===== src/verilog/mnps_defs.vh =====
`ifndef MNPS_DEFS_VH
`define MNPS_DEFS_VH
// register indices on the plain register port
`define MNPS_ADDR_W        4
`define MNPS_REG_CTRL      4'h0
`define MNPS_REG_RTIM      4'h1
`define MNPS_REG_WTIM      4'h2
`define MNPS_REG_STAT      4'h3
`define MNPS_REG_DATA      4'h4
`define MNPS_REG_HOSTREQ   4'h5
// reset values
`define MNPS_CTRL_RST      32'h000030d2
`define MNPS_TIM_RST       32'h0fffffff
// bank control field positions
`define MNPS_B_BANK_EN     0
`define MNPS_B_MUX_EN      1
`define MNPS_B_BURST_RD    8
`define MNPS_B_WAIT_POL    9
`define MNPS_B_WAIT_CFG    11
`define MNPS_B_WR_EN       12
`define MNPS_B_SYNC_WAIT   13
`define MNPS_B_EXT_MODE    14
`define MNPS_B_ASYNC_WAIT  15
`define MNPS_B_SYNC_WR     19
// timing register field positions
`define MNPS_T_ASET_LO     0
`define MNPS_T_AHLD_LO     4
`define MNPS_T_DATA_LO     8
`define MNPS_T_MDIV_LO     20
`define MNPS_T_LAT_LO      24
`define MNPS_T_MODE_LO     28
// access modes
`define MNPS_MODE_A        2'h0
`define MNPS_MODE_B        2'h1
`define MNPS_MODE_C        2'h2
`define MNPS_MODE_D        2'h3
// phase extensions in host clocks
`define MNPS_DATA_WR_EXTRA 8'h01
`define MNPS_DATA_RD_EXTRA 8'h03
`endif


===== src/verilog/mnps_memory_clock_divide.v =====
`timescale 1ns/100ps
`include "mnps_defs.vh"
// memory clock divider: period of 2*((div>>1)+1) host clocks, rise/fall enables
module mnps_memory_clock_divide (
  input  wire       clk,
  input  wire       rst_n,
  input  wire       run,      // divider active
  input  wire [3:0] div,      // clock-divide field
  output reg        mclk_r,   // memory clock level
  output wire       rise_en,  // one-cycle pulse before rising edge
  output wire       fall_en   // one-cycle pulse before falling edge
);
  reg  [3:0] cnt_r;           // host clocks within half period
  wire [3:0] half;            // half period length minus one
  wire       wrap;

  // zero is reserved; treat like one so the clock never stalls
  assign half    = (div == 4'h0) ? 4'h0 : (div >> 1);
  assign wrap    = run && (cnt_r >= half);
  assign rise_en = wrap && !mclk_r;
  assign fall_en = wrap && mclk_r;

  // count half periods, toggle clock on each wrap
  always @(posedge clk or negedge rst_n) begin
    if (!rst_n) begin
      cnt_r  <= 4'h0;
      mclk_r <= 1'b0;
    end else if (!run) begin
      cnt_r  <= 4'h0;
      mclk_r <= 1'b0;
    end else if (wrap) begin
      cnt_r  <= 4'h0;
      mclk_r <= ~mclk_r;
    end else begin
      cnt_r  <= cnt_r + 4'h1;
    end
  end
endmodule


===== src/verilog/mnps_ctrl.v =====
// Chosen here: the placing of the registers and the strobed register port.
`timescale 1ns/100ps
`include "mnps_defs.vh"
// Summary of operation
// - access-mode field [31:28] stored but never decoded
// - data phase: field+1 write, +3 read
// - address hold lasts field plus one
// - read address setup from read timing
// - write address setup from write timing in extended mode, else read timing
// - wait polarity only used when enabled
// - latency excludes address-valid low clocks
// - 16-bit one burst, 32-bit two bursts
// - sample wait after latency plus one
// - wait keeps clock, selects; drops data
// - wait config picks wait/data alignment
// - clock-divide one is two host clocks
// - outputs on host edge; write data at fall
// - read/write may use different modes
// - memory strobes are active low
module mnps_ctrl (
  input  wire        clk,
  input  wire        rst_n,
  input  wire [3:0]  reg_addr,
  input  wire [31:0] reg_wdata,
  input  wire        reg_wr,
  input  wire        reg_rd,
  output reg  [31:0] reg_rdata,
  output reg  [7:0]  mem_addr_hi,
  output reg  [15:0] mem_ad_out,
  output reg         mem_ad_oe,
  input  wire [15:0] mem_ad_in,
  output reg         chip_select_n,
  output reg         output_enable_n,
  output reg         write_strobe_n,
  output reg         address_valid_n,
  output reg  [1:0]  byte_lane_n,
  output wire        mem_clk,
  input  wire        memory_wait_n
);
  // states
  localparam S_IDLE = 3'h0;
  localparam S_ASET = 3'h1;
  localparam S_AHLD = 3'h2;
  localparam S_DATA = 3'h3;
  localparam S_SADR = 3'h4;
  localparam S_SLAT = 3'h5;
  localparam S_SXFR = 3'h6;
  localparam S_DONE = 3'h7;

  reg  [31:0] ctrl_r;         // bank_control
  reg  [31:0] rtim_r;         // bank_read_timing
  reg  [31:0] wtim_r;         // bank_write_timing
  reg  [31:0] wdat_r;         // host write data
  reg  [31:0] rdat_r;         // captured read data
  reg  [23:0] haddr_r;        // host halfword address
  reg         hwr_r;          // access is a write
  reg         h32_r;          // 32-bit host transfer
  reg         half_r;         // second halfword underway
  reg         busy_r;         // transfer running
  reg  [2:0]  st_r;
  reg  [7:0]  cnt_r;          // phase counter
  reg         wsync1_r;       // wait synchroniser
  reg         wsync2_r;
  reg  [15:0] ad_s1_r;        // shared-line read data, first stage
  reg  [15:0] ad_s2_r;        // second stage, the only one read
  reg  [31:0] tim;            // timing register in force
  wire        sync_mode;
  wire        wait_act;
  wire        rise_en;
  wire        fall_en;

  // pick the active register field
  function [3:0] nib;
    input [31:0] r;
    input integer lo;
    begin
      nib = r[lo +: 4];
    end
  endfunction

  // extended mode: reads use read timing, writes write timing
  always @* begin
    if (ctrl_r[`MNPS_B_EXT_MODE] && hwr_r)
      tim = wtim_r;
    else
      tim = rtim_r;
  end

  assign sync_mode = hwr_r ? ctrl_r[`MNPS_B_SYNC_WR]
                           : ctrl_r[`MNPS_B_BURST_RD];

  // wait pin crosses domains; async wait only when enabled
  always @(posedge clk or negedge rst_n) begin
    if (!rst_n) begin
      wsync1_r <= 1'b1;
      wsync2_r <= 1'b1;
    end else begin
      wsync1_r <= memory_wait_n;
      wsync2_r <= wsync1_r;
    end
  end
  // read data from the pins passes two flops before capture; the
  // shortest read data phase still covers this two-clock lag
  always @(posedge clk or negedge rst_n) begin
    if (!rst_n) begin
      ad_s1_r <= 16'h0000;
      ad_s2_r <= 16'h0000;
    end else begin
      ad_s1_r <= mem_ad_in;
      ad_s2_r <= ad_s1_r;
    end
  end
  // polarity bit set means wait is active high
  assign wait_act = (wsync2_r == ctrl_r[`MNPS_B_WAIT_POL]);

  mnps_memory_clock_divide u_div (
    .clk     (clk),
    .rst_n   (rst_n),
    .run     ((st_r == S_SADR) || (st_r == S_SLAT) || (st_r == S_SXFR)),
    .div     (nib(rtim_r, `MNPS_T_MDIV_LO)),
    .mclk_r  (mem_clk),
    .rise_en (rise_en),
    .fall_en (fall_en)
  );

  // register port and host request
  always @(posedge clk or negedge rst_n) begin
    if (!rst_n) begin
      ctrl_r    <= `MNPS_CTRL_RST;
      rtim_r    <= `MNPS_TIM_RST;
      wtim_r    <= `MNPS_TIM_RST;
      wdat_r    <= 32'h00000000;
      reg_rdata <= 32'h00000000;
    end else begin
      reg_rdata <= 32'h00000000;
      if (reg_wr) begin
        case (reg_addr)
          `MNPS_REG_CTRL: ctrl_r <= reg_wdata;
          `MNPS_REG_RTIM: rtim_r <= reg_wdata;
          `MNPS_REG_WTIM: wtim_r <= reg_wdata;
          `MNPS_REG_DATA: wdat_r <= reg_wdata;
          default: ;
        endcase
      end
      if (reg_rd) begin
        case (reg_addr)
          `MNPS_REG_CTRL: reg_rdata <= ctrl_r;
          `MNPS_REG_RTIM: reg_rdata <= rtim_r;
          `MNPS_REG_WTIM: reg_rdata <= wtim_r;
          `MNPS_REG_STAT: reg_rdata <= {28'h0, st_r, busy_r};
          `MNPS_REG_DATA: reg_rdata <= rdat_r;
          default:        reg_rdata <= 32'h00000000;
        endcase
      end
    end
  end

  // access sequencer; all outputs registered on host clock
  always @(posedge clk or negedge rst_n) begin
    if (!rst_n) begin
      st_r            <= S_IDLE;
      cnt_r           <= 8'h00;
      busy_r          <= 1'b0;
      hwr_r           <= 1'b0;
      h32_r           <= 1'b0;
      half_r          <= 1'b0;
      haddr_r         <= 24'h000000;
      rdat_r          <= 32'h00000000;
      mem_addr_hi     <= 8'h00;
      mem_ad_out      <= 16'h0000;
      mem_ad_oe       <= 1'b0;
      chip_select_n   <= 1'b1;
      output_enable_n <= 1'b1;
      write_strobe_n  <= 1'b1;
      address_valid_n <= 1'b1;
      byte_lane_n     <= 2'h3;
    end else begin
      case (st_r)
        S_IDLE: begin
          // hostreq write: [23:0] address, [24] write, [25] 32-bit
          if (reg_wr && reg_addr == `MNPS_REG_HOSTREQ &&
              ctrl_r[`MNPS_B_BANK_EN]) begin
            busy_r  <= 1'b1;
            haddr_r <= reg_wdata[23:0];
            hwr_r   <= reg_wdata[24];
            h32_r   <= reg_wdata[25];
            half_r  <= 1'b0;
            st_r    <= S_DONE;          // launch from DONE path
            cnt_r   <= 8'hff;
          end
        end
        S_ASET: begin
          // address on shared lines, latch strobe low
          if (cnt_r == 8'h00) begin
            address_valid_n <= 1'b1;
            st_r  <= S_AHLD;
            cnt_r <= {4'h0, nib(tim, `MNPS_T_AHLD_LO)};
          end else
            cnt_r <= cnt_r - 8'h01;
        end
        S_AHLD: begin
          if (cnt_r == 8'h00) begin
            st_r      <= S_DATA;
            mem_ad_oe <= hwr_r;
            mem_ad_out <= half_r ? wdat_r[31:16] : wdat_r[15:0];
            byte_lane_n <= 2'h0;
            if (hwr_r) begin
              write_strobe_n <= 1'b0;
              cnt_r <= tim[15:8] + `MNPS_DATA_WR_EXTRA - 8'h01;
            end else begin
              output_enable_n <= 1'b0;
              cnt_r <= tim[15:8] + `MNPS_DATA_RD_EXTRA - 8'h01;
            end
          end else
            cnt_r <= cnt_r - 8'h01;
        end
        S_DATA: begin
          // async wait freezes the data phase when enabled
          if (ctrl_r[`MNPS_B_ASYNC_WAIT] && wait_act) begin
            cnt_r <= cnt_r;
          end else if (cnt_r == 8'h00) begin
            if (!hwr_r) begin
              if (half_r) rdat_r[31:16] <= ad_s2_r;
              else        rdat_r[15:0]  <= ad_s2_r;
            end
            output_enable_n <= 1'b1;
            write_strobe_n  <= 1'b1;
            st_r <= S_DONE;
          end else
            cnt_r <= cnt_r - 8'h01;
        end
        S_SADR: begin
          // one clock of address valid low, not counted in latency
          if (rise_en) begin
            address_valid_n <= 1'b1;
            mem_ad_oe <= hwr_r;
            output_enable_n <= hwr_r;
            write_strobe_n  <= !hwr_r;
            byte_lane_n <= 2'h0;
            cnt_r <= {4'h0, nib(rtim_r, `MNPS_T_LAT_LO)} + 8'h01;
            st_r  <= S_SLAT;
          end
        end
        S_SLAT: begin
          // write data changes on the falling memory edge
          if (fall_en)
            mem_ad_out <= half_r ? wdat_r[31:16] : wdat_r[15:0];
          if (rise_en) begin
            if (cnt_r == 8'h00) st_r <= S_SXFR;
            else cnt_r <= cnt_r - 8'h01;
          end
        end
        S_SXFR: begin
          // wait config 1: wait leads data by one clock
          if (rise_en) begin
            if (ctrl_r[`MNPS_B_SYNC_WAIT] && wait_act) begin
              cnt_r <= {7'h0, ctrl_r[`MNPS_B_WAIT_CFG]};
            end else if (cnt_r != 8'h00) begin
              cnt_r <= cnt_r - 8'h01;
            end else begin
              if (!hwr_r) begin
                if (half_r) rdat_r[31:16] <= ad_s2_r;
                else        rdat_r[15:0]  <= ad_s2_r;
              end
              output_enable_n <= 1'b1;
              write_strobe_n  <= 1'b1;
              st_r <= S_DONE;
            end
          end
        end
        S_DONE: begin
          // end of one halfword; launch next or finish
          chip_select_n <= 1'b1;
          mem_ad_oe     <= 1'b0;
          byte_lane_n   <= 2'h3;
          if (cnt_r != 8'hff && (!h32_r || half_r)) begin
            busy_r <= 1'b0;
            st_r   <= S_IDLE;
          end else begin
            // 32-bit split into two halfword accesses
            half_r <= (cnt_r != 8'hff);
            chip_select_n   <= 1'b0;
            address_valid_n <= 1'b0;
            mem_ad_oe       <= 1'b1;
            mem_addr_hi     <= haddr_r[23:16];
            mem_ad_out      <= haddr_r[15:0] +
                               {15'h0, (cnt_r != 8'hff)};
            if (sync_mode)
              st_r <= S_SADR;
            else begin
              st_r  <= S_ASET;
              cnt_r <= {4'h0, nib(tim, `MNPS_T_ASET_LO)};
            end
          end
        end
        default: st_r <= S_IDLE;
      endcase
    end
  end
endmodule


===== config.mk =====
export PLATFORM = sky130hd
export DESIGN_NAME = mnps_ctrl
export DESIGN_NICKNAME = d
export VERILOG_FILES = /design/src/verilog/mnps_memory_clock_divide.v /design/src/verilog/mnps_ctrl.v
export VERILOG_INCLUDE_DIRS = /design/src /design/src/verilog
export SDC_FILE = /design/constraint.sdc
export NUM_CORES = 1
export LEC_CHECK = 0
export CORE_MARGIN = 4
export CORE_UTILIZATION = 57
export CTS_CLUSTER_DIAMETER = 200
export DETAILED_ROUTE_END_ITERATION = 6
export DONT_BUFFER_PORTS = 1
export GPL_ROUTABILITY_DRIVEN = 0
export PLACE_DENSITY = 0.76
export SLEW_MARGIN = 20
export SYNTH_ARGS = -nofsm -noshare
export SYNTH_HDL_FRONTEND = slang
export SYNTH_SLANG_ARGS = --single-unit

===== constraint.sdc =====
create_clock -name clk -period 2.7 [get_ports clk]
set_input_delay 0.135 -clock clk [delete_from_list [all_inputs] [get_ports clk]]
set_output_delay 0.135 -clock clk [all_outputs]
set_load 0.05 [all_outputs]

==> qor.yml <==
outcome:
  status: "complete, but fails checks"
  failed_checks: "negative hold slack"
clock_network:
  clk_latency_ns: 0.56
  cts_buffers: 30
  tritoncts: "yes"
  clk_pin_slew_worst_paths_ns: 0.07
  cts_buffer_depth: 3
  htreeDepth: 1
  root_buffer: "clkbuf_16"
  ctsHoldBuffers: 52
  cts_sinks: 300
yosys:
  yosys.area_share.simple: 0.0709
  synth-xor-area-share: 0.0162
  synthArstFlopShare: 1.00
  synthMuxAreaShare: 0.205
  synth.cell_area_um2: 13000
  yosysTopAreaCell: "dfrtp_1"
  yosys_warnings: 0
  avgSynthCellArea_um2: 13.0
  netlist.area_leader.share: 0.446
  synth_compound_area_frac: 0.0901
  ys_seq_elements: 300
  synthTopCellsByArea: "dfrtp_1 45%, mux2_2 18%, dfstp_2 14%"
  synth-adder-area-share: 0.00965
  synth_top_family_by_area: "multiplexers"
  synth_common_cells: "231 x dfrtp_1, 203 x mux2_2, 79 x nand2_1"
  ys_seq_area_frac: 0.586
  ys_types: 61
  synth_edf_count: 0
  synth_flop_cell: "dfrtp_1"
  yosysMostFrequentCell: "dfrtp_1"
  netlist_instances: 1000
  syn_nets: 1067
global_routing:
  grtUsageTotal: 0.253
  grt_use_met3: 0.0513
  use_met2: 0.399
  antenna_found_initial: 7
  grt_pass1_wl_um: 50500
  grt.met1_usage: 0.344
  grt_remaining_overflow: 0
  grt_pass1_vias: 8760
  grt_max_degree: 301
  busiest_layer: "met2"
sta:
  fin_crit_sh: 0.983
  hold_ws_ns: -0.724
  slew_headroom: 0.509
  fmax_mhz: 377
  finClkSkew_ns: 0.0204
  tns_ns: 0
  setup_viol: 0
  finalMaxSlewViolations: 0
  hold_viol: 300
  tightest_slew_ns: 0.737
  layout_min_cycle_time_ns: 2.65
pwr:
  p_per_area_nw_per_um2: 1010
  p_leak_nw: 6.63
  max-vdd-ir-drop_v: 0.000601
cells_and_area:
  drive_above_1_share: 0.349
  fin_nets: 1130
  n_fill_cell: 1525
  syn_to_final_growth_pct: 16.2
  stdcell_count: 1372
worst_setup_path:
  crit_type: "register to register"
  critPathRequiredTime_ns: 3.14
  cp.arrival_ns: 3.09
  crit_chain: "inv_2, ha_4, or3b_4, or3_4, o211ai_4, and4_4, buf_12, mux2_2"
  worst_setup_path_end_kind: "register"
  slowest_stage: "dfrtp_1"
  worstPathMaxFanout: 16
  critical_path.startpoint_type: "register"
  reg2reg_slack_ns: 0.05
  crit_path_max_incr_delay_ns: 0.43
route:
  drtPass1Iterations: 7
  vias: 8641
  drt-total-wl_um: 32400
  viasPerCell: 6.30
  drtIter0Drc: 760
  route.detailed.wl_per_inst_um: 23.6
  drt.antenna.violating_nets: 0
  drc_errors: 0
die:
  dieArea_um2: 25200
  die_h_um: 159
  fp-row-count: 54
  die_w_um: 159
  start_util: 0.587
  core_um2: 22100
  io_pins: 121
place:
  hpwl_um: 21200
  dpl.cell_count: 1258
  portBuffers: 0
worst_hold_path:
  min_path_type: "input pin to async pin"
run:
  cap_viol_max_count: 0
-- report_power, final --
part | switching (mW) | internal (mW)
sequential | 1.40 | 5.63
clock | 1.76 | 2.83
combinational | 1.77 | 1.82
-- flip-flops by register name (all words and copies together), names as in the netlist, 3 cells and up --
signal and count:
haddr_r 24, wdat_r 32, wtim_r 32, ad_s2_r 16, mem_ad_out 16, st_r 3, rdat_r 32, ctrl_r 32
mem_addr_hi 8, reg_rdata 32, rtim_r 32, cnt_r 8, ad_s1_r 16, u_div.cnt_r 4
-- per-stage QoR --
stage | utilization | area (um2) | setup slack (ns) | total power [mW]
3_3_place_gp | 0.607 | 13400 | 0.0743 | 10.3
3_5_place_dp | 0.607 | 13400 | 0.0452 | 10.5
6_report | 0.682 | 15100 | 0.0470 | 15.2
5_1_grt | 0.682 | 15100 | -0.0321 | 15.9
4_1_cts | 0.681 | 15000 | 0.0106 | 15.2
2_1_floorplan | - | 13000 | 0.0752 | 9.41
-- cells in the final DEF (no fill, tap or decap), types with 7 or more instances in the layout --
master         instances
nor2b_1               12
nand3_1               18
dfrtp_1              231
inv_1                 10
mux2_2               203
bufinv_16              7
nor2_1                30
ha_1                   9
a21oi_1               50
mux2_1                10
a211oi_1               9
clkbuf_16             31
xor2_1                 8
dlygate4sd3_1         52
nand2_1               79
mux2i_1               26
dfstp_2               69
buf_4                 32
a222oi_1              32
o21ai_0               32
xnor2_1               16
-- kinds of logic after synthesis --
group	count (synthesis)
AO/OA/AOI/OAI	168
multiplexers	239
AND/OR/NAND/NOR	190
buffers and inverters	69
flip-flops	300
adder cells (fa/ha/maj)	10
XOR/XNOR	24
-- layout make-up --
| type | instances | area (um2) | share of cell area |
|---|---|---|---|
| diodes | 5 | 12.5 | 0.000830 |
| clock buffers | 36 | 815 | 0.0540 |
| clock inverters | 20 | 298 | 0.0198 |
| inverters | 12 | 45.0 | 0.00299 |
| multi-input cells | 631 | 5120 | 0.340 |
| flip-flops and latches | 300 | 7590 | 0.504 |
| well taps | 280 | 350 | 0.0232 |
| repair buffers | 88 | 841 | 0.0558 |
-- worst max-delay path: cells and delay by family, from the launching register on --
| family | cells | cell delay [ns] |
|---|---|---|
| AO/OA/AOI/OAI | 1 | 0.26 |
| adder cells (fa/ha/maj) | 1 | 0.15 |
| buffers and inverters | 2 | 0.27 |
| flip-flops | 1 | 0.43 |
| multiplexers | 1 | 0.34 |
| AND/OR/NAND/NOR | 3 | 1.07 |
-- per-layer routing --
| layer | vias to the layer above | share of wire |
|---|---|---|
| li1 | 3792 | - |
| met1 | 4383 | 0.41 |
| met2 | 377 | 0.47 |
| met3 | 85 | 0.077 |
| met4 | 4 | 0.038 |
| met5 | - | 0.00083 |
-- repair_timing --
item	in CTS	in global routing
endpoints found under the hold margin	473	300
setup buffers	0	1
resized for setup	0	5
endpoints found under the setup margin	0	17
-- path summary, 6_finish.rpt --
| check | from | endpoint | cells after the start |
|---|---|---|---|
| setup / recovery | cnt_r[0]$_DFFE_PN0P_ | rdat_r[20]$_DFFE_PN0P_ | 8 |
| hold / removal | rst_n | ctrl_r[2]$_DFFE_PN0P_ | 0 |
| setup reg to reg | cnt_r[0]$_DFFE_PN0P_ | rdat_r[20]$_DFFE_PN0P_ | 8 |
| hold reg to reg | ad_s1_r[10]$_DFF_PN0_ | ad_s2_r[10]$_DFF_PN0_ | 0 |
| max in group asynchronous | rst_n | reg_rdata[23]$_DFF_PN0_ | 0 |
| min in group clk | reg_rd | reg_rdata[31]$_DFF_PN0_ | 3 |
(Power assumes the default switching activity.)
